File: config.mk
export PLATFORM = sky130hd
export DESIGN_NAME = mstc_top
export DESIGN_NICKNAME = d
export VERILOG_FILES = /design/src/rtl/mstc_pkg.sv /design/src/rtl/mstc_bridge_pwm.sv /design/src/rtl/mstc_top.sv
export SDC_FILE = /design/constraint.sdc
export NUM_CORES = 1
export LEC_CHECK = 0
export BUFFER_PORTS_ARGS = -buffer_cell sky130_fd_sc_hd__buf_2
export CAP_MARGIN = 40
export CORE_MARGIN = 10
export CORE_UTILIZATION = 41
export DETAILED_ROUTE_END_ITERATION = 6
export GPL_TIMING_DRIVEN = 0
export PLACE_DENSITY = 0.59
export SYNTH_ARGS = -nofsm -noshare
export SYNTH_HDL_FRONTEND = slang
export SYNTH_SLANG_ARGS = --single-unit
File: constraint.sdc
create_clock -name i_clk -period 3.75 [get_ports i_clk]
set_clock_uncertainty 0.2 [all_clocks]
set_input_delay 0.9375 -clock i_clk [delete_from_list [all_inputs] [get_ports i_clk]]
set_output_delay 0.9375 -clock i_clk [all_outputs]
set_load 0.005 [all_outputs]
File: src/rtl/mstc_pkg.sv
// mstc_pkg: shared constants for the microstep translator and pwm control
// assumes a 25 MHz core clock
package mstc_pkg;

  // ----------------------------------------------------------------------
  // timing
  // ----------------------------------------------------------------------
  localparam int CLK_MHZ       = 25;
  localparam int T_OFF_US      = 30;
  localparam int T_BLANK_US    = 1;
  localparam int OFF_CYC       = T_OFF_US * CLK_MHZ;
  localparam int BLANK_CYC     = T_BLANK_US * CLK_MHZ;
  // fast part is 31.25 % = 5/16 of the off-time, rounded down
  localparam int FAST_NUM      = 5;
  localparam int FAST_DEN      = 16;
  localparam int FAST_CYC      = (OFF_CYC * FAST_NUM) / FAST_DEN;

  // ----------------------------------------------------------------------
  // sequence
  // ----------------------------------------------------------------------
  localparam int     POS_W    = 5;
  localparam int     LVL_W    = 4;
  // home sits at 45 degrees, a point shared by every resolution
  localparam logic [4:0] HOME_POS = 5'h04;

  typedef enum logic [1:0] {
    MSTC_RES_FULL    = 2'h0,
    MSTC_RES_HALF    = 2'h1,
    MSTC_RES_QUARTER = 2'h2,
    MSTC_RES_EIGHTH  = 2'h3
  } mstc_res_e;

  typedef enum logic [1:0] {
    MSTC_DEC_SLOW  = 2'h0,
    MSTC_DEC_MIXED = 2'h1
  } mstc_decay_e;

endpackage : mstc_pkg

File: src/rtl/mstc_bridge_pwm.sv
// mstc_bridge_pwm: fixed off-time pwm loop for one full-bridge
// assumes i_trip is already synchronised to i_clk
`timescale 1ns/10ps
`default_nettype none
module mstc_bridge_pwm #(
  parameter int OFF_CYC   = mstc_pkg::OFF_CYC,
  parameter int FAST_CYC  = mstc_pkg::FAST_CYC,
  parameter int BLANK_CYC = mstc_pkg::BLANK_CYC
) (
  // clock and reset
  input  wire logic i_clk,
  input  wire logic i_rstn,
  // control
  input  wire logic i_run,
  input  wire logic i_mixed,
  input  wire logic i_trip,
  // state
  output logic      o_drive,
  output logic      o_fast,
  output logic      o_slow
);
  // counters are 12 bits wide and the fast part must fit inside the off-time
  if (FAST_CYC < 1 || FAST_CYC >= OFF_CYC || BLANK_CYC < 1 || OFF_CYC > 4095) begin : g_bad_timing
    $error("mstc_bridge_pwm: bad timing parameters");
  end

  typedef enum logic [2:0] {
    MSTC_PH_DRIVE = 3'b001,
    MSTC_PH_FAST  = 3'b010,
    MSTC_PH_SLOW  = 3'b100
  } mstc_phase_e;

  mstc_phase_e state, next_state;
  logic [11:0] cnt, next_cnt;
  logic [11:0] blank, next_blank;

  always_comb begin
    next_state = state;
    next_cnt   = cnt;
    next_blank = (blank != 12'h000) ? blank - 12'h001 : 12'h000;
    if (!i_run) begin
      next_state = MSTC_PH_DRIVE;
      next_blank = 12'(BLANK_CYC);
      next_cnt   = 12'h000;
    end else begin
      unique case (state)
        MSTC_PH_DRIVE: begin
          // trip ends on-time and starts the off timer; blanked first
          if (i_trip && blank == 12'h000) begin
            next_cnt   = 12'h000;
            next_blank = 12'(BLANK_CYC);
            next_state = i_mixed ? MSTC_PH_FAST : MSTC_PH_SLOW;
          end
        end
        MSTC_PH_FAST: begin
          next_cnt = cnt + 12'h001;
          if (cnt == 12'(FAST_CYC - 1)) begin
            next_state = MSTC_PH_SLOW;
            next_blank = 12'(BLANK_CYC);
          end
        end
        MSTC_PH_SLOW: begin
          next_cnt = cnt + 12'h001;
          if (cnt == 12'(OFF_CYC - 1)) begin
            next_state = MSTC_PH_DRIVE;
            next_blank = 12'(BLANK_CYC);
          end
        end
      endcase
    end
  end

  always_ff @(posedge i_clk or negedge i_rstn) begin
    if (!i_rstn) begin
      state <= MSTC_PH_DRIVE;
      cnt   <= 12'h000;
      blank <= 12'h000;
    end else begin
      state <= next_state;
      cnt   <= next_cnt;
      blank <= next_blank;
    end
  end

  always_ff @(posedge i_clk or negedge i_rstn) begin
    if (!i_rstn) begin
      o_drive <= 1'b0;
      o_fast  <= 1'b0;
      o_slow  <= 1'b0;
    end else begin
      o_drive <= i_run && next_state == MSTC_PH_DRIVE;
      o_fast  <= i_run && next_state == MSTC_PH_FAST;
      o_slow  <= i_run && next_state == MSTC_PH_SLOW;
    end
  end

  // ----------------------------------------------------------------------
  // checks
  // ----------------------------------------------------------------------
  trip_blanked_a : assert property (@(posedge i_clk) disable iff (!i_rstn)
    (state == MSTC_PH_DRIVE && blank != 12'h000 && i_run) |=> state != MSTC_PH_FAST && state != MSTC_PH_SLOW)
    else $error("trip taken during blanking");
  fast_len_a : assert property (@(posedge i_clk) disable iff (!i_rstn)
    (i_run && state == MSTC_PH_FAST && cnt == 12'(FAST_CYC - 1)) |=> state == MSTC_PH_SLOW)
    else $error("fast phase not ended at fraction");
  off_end_a : assert property (@(posedge i_clk) disable iff (!i_rstn)
    (i_run && state == MSTC_PH_SLOW && cnt == 12'(OFF_CYC - 1)) |=> state == MSTC_PH_DRIVE)
    else $error("off-time did not end");
  slow_direct_a : assert property (@(posedge i_clk) disable iff (!i_rstn)
    (i_run && state == MSTC_PH_DRIVE && i_trip && blank == 12'h000 && !i_mixed) |=> state == MSTC_PH_SLOW)
    else $error("slow decay not entered on trip");
  mixed_cov_c : cover property (@(posedge i_clk) disable iff (!i_rstn)
    state == MSTC_PH_FAST ##1 state == MSTC_PH_SLOW);
  slow_cov_c : cover property (@(posedge i_clk) disable iff (!i_rstn)
    state == MSTC_PH_DRIVE ##1 state == MSTC_PH_SLOW);
endmodule : mstc_bridge_pwm
`default_nettype wire

File: src/rtl/mstc_top.sv
// mstc_top: step translator, decay selection and two bridge pwm loops
// assumes all control pins are asynchronous and a 25 MHz clock
`timescale 1ns/10ps
`default_nettype none
module mstc_top (
  // clock and reset
  input  wire logic i_clk,
  input  wire logic i_rstn,
  // host control pins
  input  wire logic i_step,
  input  wire logic i_dir,
  input  wire logic i_resolution_select_0,
  input  wire logic i_resolution_select_1,
  input  wire logic i_enable_n,
  input  wire logic i_off_time_set_pin,
  input  wire logic i_reset_n,
  // fault events
  input  wire logic i_thermal_shutdown_event,
  input  wire logic i_overcurrent,
  // comparators, sense_resistor_a and sense_resistor_b at trip level
  input  wire logic i_trip_a,
  input  wire logic i_trip_b,
  // bridge a
  output logic [3:0] o_level_a,
  output logic       o_pol_a,
  output logic       o_drive_a,
  output logic       o_fast_a,
  output logic       o_slow_a,
  // bridge b
  output logic [3:0] o_level_b,
  output logic       o_pol_b,
  output logic       o_drive_b,
  output logic       o_fast_b,
  output logic       o_slow_b,
  // decay choice and position
  output logic       o_mixed_a,
  output logic       o_mixed_b,
  output logic [4:0] o_position
);
  // ----------------------------------------------------------------------
  // input synchronisers: a change counts once stages two and three agree
  // ----------------------------------------------------------------------
  localparam int NSYNC = 9;
  logic [NSYNC-1:0] raw, s1, s2, s3, clean, next_clean;
  assign raw = {i_step, i_dir, i_resolution_select_0, i_resolution_select_1,
                i_enable_n, i_off_time_set_pin, i_reset_n, i_trip_a, i_trip_b};

  always_comb begin
    next_clean = clean;
    for (int k = 0; k < NSYNC; k++) begin
      if (s2[k] == s3[k]) begin
        next_clean[k] = s3[k];
      end
    end
  end

  always_ff @(posedge i_clk or negedge i_rstn) begin
    if (!i_rstn) begin
      s1    <= '0;
      s2    <= '0;
      s3    <= '0;
      clean <= '0;
    end else begin
      s1    <= raw;
      s2    <= s1;
      s3    <= s2;
      clean <= next_clean;
    end
  end

  logic step_s, dir_s, sel0_s, sel1_s, en_n_s, osc_s, rst_n_s, trip_a_s, trip_b_s;
  assign {step_s, dir_s, sel0_s, sel1_s, en_n_s, osc_s, rst_n_s, trip_a_s, trip_b_s} = clean;

  // faults are already on-chip events, one flop is enough to register them
  logic fault;
  always_ff @(posedge i_clk or negedge i_rstn) begin
    if (!i_rstn) begin
      fault <= 1'b0;
    end else begin
      fault <= i_thermal_shutdown_event | i_overcurrent;
    end
  end

  // ----------------------------------------------------------------------
  // sine table over a quarter turn, eighth-step resolution
  // ----------------------------------------------------------------------
  function automatic logic [3:0] mstc_sine(input logic [2:0] idx, input logic top);
    logic [3:0] r;
    r = 4'h0;
    if (top) begin
      r = 4'hf;
    end else begin
      unique case (idx)
        3'h0: r = 4'h0;
        3'h1: r = 4'h3;
        3'h2: r = 4'h6;
        3'h3: r = 4'h8;
        3'h4: r = 4'hb;
        3'h5: r = 4'hc;
        3'h6: r = 4'he;
        3'h7: r = 4'hf;
      endcase
    end
    return r;
  endfunction : mstc_sine

  // 32 eighth steps per turn; a follows sine, b follows cosine
  function automatic logic [4:0] mstc_entry(input logic [4:0] p);
    logic [2:0] q;
    logic [3:0] m;
    q = p[2:0];
    m = p[3] ? mstc_sine(3'(3'h0 - q), q == 3'h0) : mstc_sine(q, 1'b0);
    return {p[4] ^ 1'b0, m};
  endfunction : mstc_entry

  // ----------------------------------------------------------------------
  // translator
  // ----------------------------------------------------------------------
  logic [4:0] pos, next_pos;
  logic       step_d, next_step_d;
  logic       mixed_a, mixed_b, next_mixed_a, next_mixed_b;
  logic [4:0] ent_a, ent_b, nent_a, nent_b;
  logic [4:0] inc;
  mstc_pkg::mstc_res_e res;
  logic       full_mode, next_full_mode;

  assign ent_a  = mstc_entry(pos);
  assign ent_b  = mstc_entry(5'(pos + 5'h08));
  assign res    = mstc_pkg::mstc_res_e'({sel1_s, sel0_s});

  always_comb begin
    // resolution sampled only here, at the step edge
    unique case (res)
      mstc_pkg::MSTC_RES_FULL:    inc = 5'h08;
      mstc_pkg::MSTC_RES_HALF:    inc = 5'h04;
      mstc_pkg::MSTC_RES_QUARTER: inc = 5'h02;
      mstc_pkg::MSTC_RES_EIGHTH:  inc = 5'h01;
    endcase
  end

  always_comb begin
    next_pos       = pos;
    next_step_d    = step_s;
    next_mixed_a   = mixed_a;
    next_mixed_b   = mixed_b;
    next_full_mode = full_mode;
    nent_a         = ent_a;
    nent_b         = ent_b;
    if (!rst_n_s || fault) begin
      // hold home, step ignored, mixed decay
      next_pos     = mstc_pkg::HOME_POS;
      next_mixed_a = 1'b1;
      next_mixed_b = 1'b1;
      next_step_d  = 1'b1;
      // a stale full-step flag would turn home decay to slow
      next_full_mode = 1'b0;
    end else if (step_s && !step_d) begin
      // rising edge advances by increment in the sampled direction
      next_pos       = dir_s ? 5'(pos + inc) : 5'(pos - inc);
      next_full_mode = (res == mstc_pkg::MSTC_RES_FULL);
      nent_a         = mstc_entry(next_pos);
      nent_b         = mstc_entry(5'(next_pos + 5'h08));
      next_mixed_a   = nent_a[3:0] < ent_a[3:0];
      next_mixed_b   = nent_b[3:0] < ent_b[3:0];
    end
  end

  always_ff @(posedge i_clk or negedge i_rstn) begin
    if (!i_rstn) begin
      pos       <= mstc_pkg::HOME_POS;
      step_d    <= 1'b1;
      mixed_a   <= 1'b1;
      mixed_b   <= 1'b1;
      full_mode <= 1'b0;
    end else begin
      pos       <= next_pos;
      step_d    <= next_step_d;
      mixed_a   <= next_mixed_a;
      mixed_b   <= next_mixed_b;
      full_mode <= next_full_mode;
    end
  end

  // ----------------------------------------------------------------------
  // decay policy and bridge loops
  // ----------------------------------------------------------------------
  logic eff_mixed_a, eff_mixed_b, run;
  // pin low forces mixed always; pin high is auto, slow at full step
  assign eff_mixed_a = !osc_s || (mixed_a && !full_mode);
  assign eff_mixed_b = !osc_s || (mixed_b && !full_mode);
  assign run         = rst_n_s && !en_n_s && !fault;

  logic drv_a, fst_a, slw_a, drv_b, fst_b, slw_b;

  mstc_bridge_pwm u_pwm_a (
    .i_clk   (i_clk),
    .i_rstn  (i_rstn),
    .i_run   (run),
    .i_mixed (eff_mixed_a),
    .i_trip  (trip_a_s),
    .o_drive (drv_a),
    .o_fast  (fst_a),
    .o_slow  (slw_a)
  );

  mstc_bridge_pwm u_pwm_b (
    .i_clk   (i_clk),
    .i_rstn  (i_rstn),
    .i_run   (run),
    .i_mixed (eff_mixed_b),
    .i_trip  (trip_b_s),
    .o_drive (drv_b),
    .o_fast  (fst_b),
    .o_slow  (slw_b)
  );

  always_ff @(posedge i_clk or negedge i_rstn) begin
    if (!i_rstn) begin
      o_level_a  <= 4'h0;
      o_pol_a    <= 1'b0;
      o_level_b  <= 4'h0;
      o_pol_b    <= 1'b0;
      o_mixed_a  <= 1'b1;
      o_mixed_b  <= 1'b1;
      o_position <= mstc_pkg::HOME_POS;
      o_drive_a  <= 1'b0;
      o_fast_a   <= 1'b0;
      o_slow_a   <= 1'b0;
      o_drive_b  <= 1'b0;
      o_fast_b   <= 1'b0;
      o_slow_b   <= 1'b0;
    end else begin
      o_level_a  <= ent_a[3:0];
      o_pol_a    <= ent_a[4];
      o_level_b  <= ent_b[3:0];
      o_pol_b    <= ent_b[4];
      o_mixed_a  <= eff_mixed_a;
      o_mixed_b  <= eff_mixed_b;
      o_position <= pos;
      o_drive_a  <= drv_a;
      o_fast_a   <= fst_a;
      o_slow_a   <= slw_a;
      o_drive_b  <= drv_b;
      o_fast_b   <= fst_b;
      o_slow_b   <= slw_b;
    end
  end

  // ----------------------------------------------------------------------
  // checks
  // ----------------------------------------------------------------------
  reset_home_a : assert property (@(posedge i_clk) disable iff (!i_rstn)
    (!rst_n_s || fault) |=> pos == mstc_pkg::HOME_POS && mixed_a && mixed_b)
    else $error("translator not at home in reset");
  reset_off_a : assert property (@(posedge i_clk) disable iff (!i_rstn)
    !run |=> !drv_a && !fst_a && !slw_a && !drv_b && !fst_b && !slw_b)
    else $error("bridges not off");
  step_adv_a : assert property (@(posedge i_clk) disable iff (!i_rstn)
    (rst_n_s && !fault && step_s && !step_d && dir_s) |=> pos == 5'($past(pos) + $past(inc)))
    else $error("step did not advance");
  hold_pos_a : assert property (@(posedge i_clk) disable iff (!i_rstn)
    (rst_n_s && !fault && !(step_s && !step_d)) |=> $stable(pos))
    else $error("position moved without step");
  force_mix_a : assert property (@(posedge i_clk) disable iff (!i_rstn)
    !osc_s |-> eff_mixed_a && eff_mixed_b)
    else $error("grounded pin not mixed");
  full_slow_a : assert property (@(posedge i_clk) disable iff (!i_rstn)
    (osc_s && full_mode) |-> !eff_mixed_a && !eff_mixed_b)
    else $error("full step not slow");
  step_cov_c : cover property (@(posedge i_clk) disable iff (!i_rstn)
    rst_n_s && step_s && !step_d);
  fault_cov_c : cover property (@(posedge i_clk) disable iff (!i_rstn) fault);
endmodule : mstc_top
`default_nettype wire

==> run metrics, run 1 <==
GRT Residual Overflow=0; status=completed; crit path from=pos[0]; Hold Path Class=reg -> reg; vias in the first global route=4334; WP depth=11; PD cells=461 nW/um^2; IO Pins=36; Setup Fix Bufs, Post-CTS=0; R2R setup slack=370 ps; post-synthesis register bit count=128; pin count of the biggest net entering global routing=76; clk slew on worst S/H paths=~50 ps; YS warnings=0; clock sink total=128; CP arrival=3510 ps; CTS resizes=0; post-synth top area cell=dfrtp_1; Setup crit end=mixed_b; filler cell count in the final layout=1343; Area Overhead vs Synth=16.6%; vias per inst=between 5 and 6; Tmin final=3380 ps; required time worst endpoint=3880 ps; Slew Limit Fails=0; async set-reset flop share out of synthesis=100%; Longest Clk Path Bufs=2; syn avg cell area=10.4 sq um; CTS Hold Bufs=0; Pre-antenna DRT Iters=4; Worst setup SP type=flop; Final Non-Filler Cells=between 800 and 900; Hold Path Origin=s1[2]; cell total after placement=796; full die area=around 20000 sq um; Core ar.=between 10000 and 15000 sq um; # setup viols final=0; WS Path Type=reg -> reg; Layout Nets=673; met3 routed WL=487 microns; CTS Root Cell=clkbuf_16; Clock Latency Late Sink=between 400 and 500 ps; initial core utilization=41.6%; crit-path cells=ha_1, inv_1, fa_1, xor2_1, clkbuf_2, xor2_1, a211o_1, ha_1, o21ai_0, a221oi_1, o21ai_0; Total Power=about 3.2 mW; Post-Syn Area=6000 sq um; share of cells above drive strength 1=14.6%; Slowest cell on crit path=dfrtp_1; reg2reg end=mixed_b; diodes inserted=0; Final Cycle Share=90.0%; fin util=about half; # port buffers=35; crit-path max FO=12; die width=roughly 140 microns; HPWL Detailed=around 8.3 mm; worst stage delay on the critical path=580 ps; first-pass GRT wire length=20.5 mm; Routed WL per cell=~14 microns; IR drop worst, VDD=0.000358 V; top sig layer=met4; Synthesized Nets=between 600 and 700; Top FF cell, synth=dfrtp_1; Rows=44; leading cell type in the layout, fill and taps excluded=dfrtp_1; unrepaired setup endpoints after global routing=false; largest cells by area after synthesis=dfrtp_1, ha_1, nor2_1, dfstp_2, o21ai_0; CP Capture Type=flop; slew margin rel.=63.7%; antenna viol nets, final=0; Max-cap violations=0; Worst R2R Path Depth=11; Die Ht=141 microns; CTS buffer count=17; Leakage=3.07 nW; First DRT Iteration DRCs=335; Crit Reg-Reg Startpoint=pos[0]; routability cong.=roughly 0.85; Routed WL=11.6 mm; TritonCTS clock tree=built; DR vias=4252; Syn Inst Count=576; wire length on met1=approximately 5.5 mm; Residual DRC=0; H-tree Lvls=4; met2 wire len=5.48 mm; Yosys top cell area share=49.6%; fmax=0.296 GHz; WP buf/inv=2; global-route usage over all layers=between 10% and 20%; worst slew pin tran=544 ps; EDFF count, synth=0; initial antenna violation count=0; WHS=142 ps; cell family with most CP delay=adder cells; Seq/Total Area, Yosys=53.6%; Fin. Hold Viols=0; library cells used by synthesis=slightly above 60; most frequent cells in the layout=dfrtp_1, nor2_1, buf_2
worst register-to-register path: cells and delay by family, from the launching register on:
kind / cells / cell delay, ps
flops: 1 / 580
compound gates: 4 / 740
buf+inv: 2 / 360
fa+ha+maj: 3 / 920
xor+xnor: 2 / 490
synthesized netlist by cell type (all sizes together) (2+ instances only):
library cell	instances
dfrtp	119
nor2	68
o21ai	56
nand2	36
ha	28
inv	26
nand3	21
a21oi	20
nor3	18
xnor2	17
clkbuf	15
xor2	15
and3	14
nand2b	11
dfstp	9
maj3	9
mux2i	7
nor2b	7
o31ai	7
a21o	6
nor4	6
or2	6
buf	5
nor4b	5
nand4	4
a211o	3
a211oi	3
a21boi	3
and2	3
nor3b	3
or3	3
a221oi	2
a31oi	2
and3b	2
and4	2
mux2	2
o211ai	2
worst min-delay path by stage:
stage           endpoint  slack (ps)  cells after the start
3_3_place_gp       s2[0]         130                      0
6_report           s2[2]         140                      0
4_1_cts            s2[2]         150                      0
2_1_floorplan  o_drive_a         130                      0
5_1_grt         o_fast_a         150                      0
3_5_place_dp       s2[2]         140                      0
layer usage:
| metal | up-vias | GRT usage [%] |
|---|---|---|
| li1 | 2104 | - |
| met2 | 59 | 19.5 |
| met4 | 0 | 5.27 |
| met1 | 2074 | 15.5 |
| met5 | - | 0 |
| met3 | 15 | 4.40 |
layout make-up:
type,count,area [sq um],share of cell area (%)
clock inverter,7,85.1,1.22
tap,184,230,3.29
buffer,20,83.8,1.20
timing repair buffer,36,209,2.99
sequential,128,3210,45.9
multi-input combinational,402,2610,37.3
inverter,26,97.6,1.39
clock buffer,24,472,6.74
report_power, final:
group          internal, mW  switching, mW  leakage (nW)  total, mW
registers              1.41         0.0181          1.61       1.43
logic                0.0921          0.136          1.19      0.228
clock network          1.00          0.563         0.278       1.57
total                  2.51          0.717          3.07       3.22
cell families after synthesis:
| group | count (synthesis) | share of synthesized area, % |
|---|---|---|
| and+or+nand+nor | 213 | 18.5 |
| DFF | 128 | 53.6 |
| buffers and inverters | 46 | 3.00 |
| adders and majority gates | 38 | 7.67 |
| muxes | 9 | 1.54 |
| AOI/OAI and AO/OA | 110 | 11.0 |
| xor gates and xnor gates | 32 | 4.67 |
registers in the layout (all words and copies together) (netlist names), 5 cells and up:
signal,flops
u_pwm_a.blank,12
u_pwm_a.cnt,12
u_pwm_b.cnt,12
s2,9
s3,9
u_pwm_b.blank,12
clean,9
s1,9
pos,5
stage by stage:
step,setup TNS (ps),setup slack [ps],instance area (sq um)
after global routing,0,47.1,7000
after detailed placement,0,251,6440
after global placement,-6180,-64.6,6410
after CTS,0,207,7000
after floorplan,0,668,6000
final,0,374,7000
(Power assumes the default switching activity.)
==> run 2, diff against run 1 <==
- ABC_AREA: unset -> 1
==> run 2 against run 1 <==
  * Total power is 3.2% higher
  * First-iteration DRC count down 18%
  * Die area increased by 2.1%
  * Synthesized area up 2.5%
  * Utilization is 0.33 points higher
  * Count of clock-buffer cells in the layout down 2
  * Flip-flop and latch count stayed put
==> run metrics, run 2 <==
GRT Residual Overflow=0; initial antenna violation count=0; TritonCTS clock tree=built; Final Cycle Share=86.8%; largest cells by area after synthesis=dfrtp_1, nand2_1, ha_1, inv_1, nor2_1; full die area=20300 sq um; vias per inst=5.01; slew margin rel.=between 60% and 70%; antenna viol nets, final=0; async set-reset flop share out of synthesis=100%; post-route cell area=7130 sq um; cell total after placement=about 890; YS warnings=0; Worst setup SP type=flop; Residual DRC=0; syn avg cell area=between 9 and 10 sq um; Setup Fix Bufs, Post-CTS=0; # setup viols final=0; Yosys top cell area share=48.4%; CTS buffer count=17; DR vias=4594; count leader, synth=dfrtp_1; IO Pins=36; Seq/Total Area, Yosys=a little over half; Die Ht=about 140 microns; initial core utilization=between 40% and 50%; pin count of the biggest net entering global routing=slightly below 90; Top FF cell, synth=dfrtp_1; worst slew pin tran=490 ps; first-pass GRT wire length=20.8 mm; clock sink total=128; Total Power=3.33 mW; post-synthesis register bit count=128; Core ar.=14600 sq um; WS Path Type=reg -> reg; Tmin final=roughly 3300 ps; Routed WL per cell=13.2 microns; library cells used by synthesis=47; Max-cap violations=0; Hold Path Class=reg -> reg; Pre-antenna DRT Iters=5; Syn Inst Count=665; vias in the first global route=4540; CP Capture Type=flop; Placed Area=roughly 6600 sq um; HPWL Detailed=8.77 mm; post-synth top area cell=dfrtp_1; diodes inserted=0; First DRT Iteration DRCs=about 280; leading cell type in the layout, fill and taps excluded=dfrtp_1; Synthesized Nets=707; # port buffers=35; share of cells above drive strength 1=17.6%; Area Overhead vs Synth=15.9%; Routed WL=between 10 and 15 mm; global-route usage over all layers=12.5%; Setup TNS Final=0 ps; Post-Syn Area=6150 sq um; Fin. Hold Viols=0; PD cells=between 400 and 500 nW/um^2; die width=142 microns; Clock Latency Late Sink=~420 ps; H-tree Lvls=4; Slew Limit Fails=0; crit-path max FO=11; routability cong.=0.869; fmax=0.307 GHz; CTS resizes=0; Post-synth top cells=dfrtp_1, nand2_1, inv_1; clk slew on worst S/H paths=roughly 50 ps; status=completed; CTS Hold Bufs=0; Layout Nets=roughly 760; CTS Root Cell=clkbuf_16; IR drop worst, VDD=0.000327 V; CP arrival=3390 ps; Leakage=3.19 nW; Rows=44; EDFF count, synth=0; Final Non-Filler Cells=917; required time worst endpoint=3890 ps; unrepaired setup endpoints after global routing=false; Longest Clk Path Bufs=2; most frequent cells in the layout=dfrtp_1, nand2_1, inv_1
run 2: changes by cell type in the layout (fill, tap and decap cells not counted), sizes merged, moves of 9 or more:
cell,delta
o21ai,-26
nand3,+9
and3,-12
nand2b,-11
inv,+63
a21oi,+25
nor2,+24
xnor2,-9
nand2,+83
clkbuf,-16
run 2: layer usage:
layer / part of all wire (%) / global-route usage [%] / vias to the layer above / wire length [microns]
met5: 0 / 0 / - / 0
met4: 1.6 / 4.79 / 0 / 192
met3: 5.6 / 4.54 / 17 / 681
met2: 47 / 19.2 / 97 / 5640
met1: 46 / 15.8 / 2204 / 5610
li1: - / - / 2276 / -
run 2: area by class of cell:
type | instances | area (sq um)
tap | 184 | 230
inverter | 90 | 339
fill | 1336 | 7460
buffer | 5 | 37.5
timing repair buffer | 36 | 209
clock buffer | 22 | 474
multi-input combinational | 442 | 2560
clock inverter | 10 | 63.8
sequential | 128 | 3210
run 2: cells by family after synthesis:
family / count (synthesis) / synth area share (%)
adders and majority gates: 38 / 7.49
AOI/OAI and AO/OA: 97 / 8.89
DFF: 128 / 52.3
buffers and inverters: 95 / 6.12
and+or+nand+nor: 284 / 22.0
xor gates and xnor gates: 23 / 3.28
run 2: stage by stage:
stage	setup slack, ps	util (%)	hold WS, ps
2_1_floorplan	945	-	131
3_3_place_gp	-120	44.9	134
3_5_place_dp	507	45.2	135
4_1_cts	510	48.9	146
5_1_grt	255	48.9	151
6_report	496	48.9	145
run 2: worst max-delay path, cell delays in order, from the launching register on:
cell and delay (ps):
dfrtp_1 590, ha_1 250, inv_1 60, fa_1 590
inv_1 140, ha_1 330, nand2_1 70, o21ai_0 110
nand2_1 80, o21ai_0 100, ha_1 290, nand2_1 70
nand2_1 40, nand2_1 50, nand2_1 70, a21oi_1 130
run 2: worst paths after layout:
path | slack [ps] | start | depth (start not counted) | to
max reg2reg | 500 | pos[0] | 15 | mixed_b
min reg2reg | 150 | u_pwm_b.o_drive | 0 | o_drive_b
min in group asynchronous | 240 | i_rstn | 1 | o_level_b[3]
max | 500 | pos[0] | 15 | mixed_b
min | 150 | u_pwm_b.o_drive | 0 | o_drive_b
max in group asynchronous | 2360 | i_rstn | 2 | step_d
run 2: power breakdown:
group | internal [mW] | total, mW | switching (mW)
logic | 0.137 | 0.380 | 0.243
registers | 1.44 | 1.47 | 0.0286
clock network | 0.889 | 1.48 | 0.591
==> run 3, diff against run 2 <==
- BUFFER_PORTS_ARGS: -buffer_cell sky130_fd_sc_hd__buf_2 -> -buffer_cell sky130_fd_sc_hd__buf_4
- SYNTH_HIERARCHICAL: unset -> 1
- clock period: 3.75 -> 4.11 ns (I/O delays scaled with it)
==> run 3 against run 2 <==
  * Global-route usage increased by 0.65 points
  * Largest power group unchanged
  * Synthesized area up 3.3%
  * Final area is 4.8% higher
  * First-iteration DRC count up 6.9%
  * Sequential power is 9% lower
  * Sequential share of layout area shrank 2.0 points
  * Critical endpoint unchanged
  * Worst setup slack improved by 350 ps
==> run metrics, run 3 <==
Hold Path Class=reg -> reg; PD cells=425 nW/um^2; Die Ht=144 microns; library cells used by synthesis=44; routability cong.=0.892; slew margin rel.=a little under three quarters; status=completed; Global Route met1 Usage=15.5%; R2R setup slack=840 ps; DR vias=4820; cell total after placement=between 900 and 1000; initial antenna violation count=0; count leader, synth=nand2_1; Layout Nets=between 700 and 800; IO Pins=36; fmax=between 0.3 and 0.4 GHz; EDFF count, synth=0; Rows=45; full die area=20900 sq um; crit path from=pos[0]; Crit Reg-Reg Startpoint=pos[0]; Post-Synth Simple-Gate Area=26.1%; Clock Latency Late Sink=420 ps; Post-synth top cells=nand2_1, dfrtp_1, inv_1; met3 global-route usage=between 4 and 5%; Slew Limit Fails=0; Max-cap violations=0; main combinational cell family by area after synthesis=simple AND/OR/NAND/NOR gates; CTS Hold Bufs=0; Yosys top cell area share=46.9%; vias per inst=5.04; crit-path cells=ha_1, inv_1, fa_1, ha_1, inv_1, nand3_1, nand3_1, o21ai_0, o21ai_0, ha_1, nand2_1, nand2_1, nand2_1, nand2_1, a21oi_1; Placed Area=6880 sq um; Area Overhead vs Synth=17.5%; antenna viol nets, final=0; reg2reg end=mixed_b; Routed WL=12.7 mm; pin count of the biggest net entering global routing=90; CTS buffer count=17; Final Cycle Share=79.5%; CTS Root Cell=clkbuf_16; final worst slack=844 ps; die width=144 microns; HPWL Detailed=9.38 mm; Setup TNS Final=0 ps; most frequent cells in the layout=nand2_1, dfrtp_1, inv_1; GRT Residual Overflow=0; Setup Fix Bufs, Post-CTS=0; pre-CTS WS=818 ps; GRT met2 Usage=a little over a fifth; first-pass GRT wire length=approximately 22 mm; post-synth top area cell=dfrtp_1; Post-Syn Area=6350 sq um; WP depth=15; cell family with most CP delay=adder cells; Pre-antenna DRT Iters=5; Setup crit end=mixed_b; clk slew on worst S/H paths=60 ps; largest cells by area after synthesis=dfrtp_1, nand2_1, ha_1, inv_1, dfstp_2; First DRT Iteration DRCs=295; Worst R2R Path Depth=15; Fin. Hold Viols=0; share of cells above drive strength 1=18.2%; Residual DRC=0; worst stage delay on the critical path=570 ps; Hold Path Origin=s1[0]; vias in the first global route=between 4000 and 5000; # port buffers=35; global-route usage over all layers=a little over an eighth; Routed WL per cell=13.3 microns; async set-reset flop share out of synthesis=100%; mux cell area share after synthesis=0%; TritonCTS clock tree=built; Tmin final=around 3300 ps; post-route cell area=7470 sq um; YS warnings=6; CTS resizes=0; fin util=49.1%; grt peak-use layer=met2; Total Power=3.18 mW; post-synthesis register bit count=128; syn avg cell area=9.06 sq um; IR drop worst, VDD=0.000308 V; Core ar.=15200 sq um; diodes inserted=0; CP Capture Type=flop; crit-path most repeated cell=nand2_1; # setup viols final=0; initial core utilization=a little over two fifths; leading cell type in the layout, fill and taps excluded=nand2_1; WP buf/inv=2; Top FF cell, synth=dfrtp_1; Slowest cell on crit path=dfrtp_1; Leakage=3.49 nW; clock sink total=~130; Final Non-Filler Cells=957; CP arrival=3400 ps; WS Path Type=reg -> reg; WHS=around 150 ps; post-synthesis compound-gate area fraction=7.39%; Post-Synth Adder-Cell Area=6.85%; Syn Inst Count=about 700; Seq/Total Area, Yosys=50.6%; worst slew pin tran=431 ps; Longest Clk Path Bufs=2; Worst setup SP type=flop; XOR/XNOR share of the synthesized area=about 2.6%; H-tree Lvls=4; crit-path max FO=11; Synthesized Nets=741; unrepaired setup endpoints after global routing=false; required time worst endpoint=about 4300 ps
## run 3: power breakdown
part	switching (mW)	internal, mW
clock network	0.557	0.911
logic	0.224	0.143
registers	0.0285	1.31
## run 3: area by class of cell
class,instances,area [sq um]
fill,1389,7740
sequential,128,3210
multi-input combinational,471,2730
clock buffer,20,447
inverter,96,362
timing repair buffer,36,294
tap,188,235
clock inverter,12,138
buffer,6,47.5
## run 3: layer usage
metal / share of wire (%) / routed length, microns / vias to the layer above
li1: - / - / 2392
met1: 45 / 5750 / 2307
met2: 49 / 6250 / 111
met3: 4.8 / 607 / 10
met4: 0.88 / 112 / 0
met5: 0 / 0 / -
## run 3: logic make-up (layout without fill, tap and decap cells)
group	Yosys count	count (layout)
AOI/OAI and AO/OA	85	85
xor gates and xnor gates	19	19
adders and majority gates	36	36
buffers and inverters	102	170
DFF	128	128
and+or+nand+nor	331	331
## run 3: how the worst min path moves through the flow
stage | end | slack (ps) | cells after the start
2_1_floorplan | o_drive_a | 130 | 0
3_3_place_gp | s2[7] | 130 | 0
3_5_place_dp | o_drive_b | 130 | 0
4_1_cts | o_fast_a | 150 | 0
5_1_grt | o_fast_a | 150 | 0
6_report | s2[0] | 150 | 0
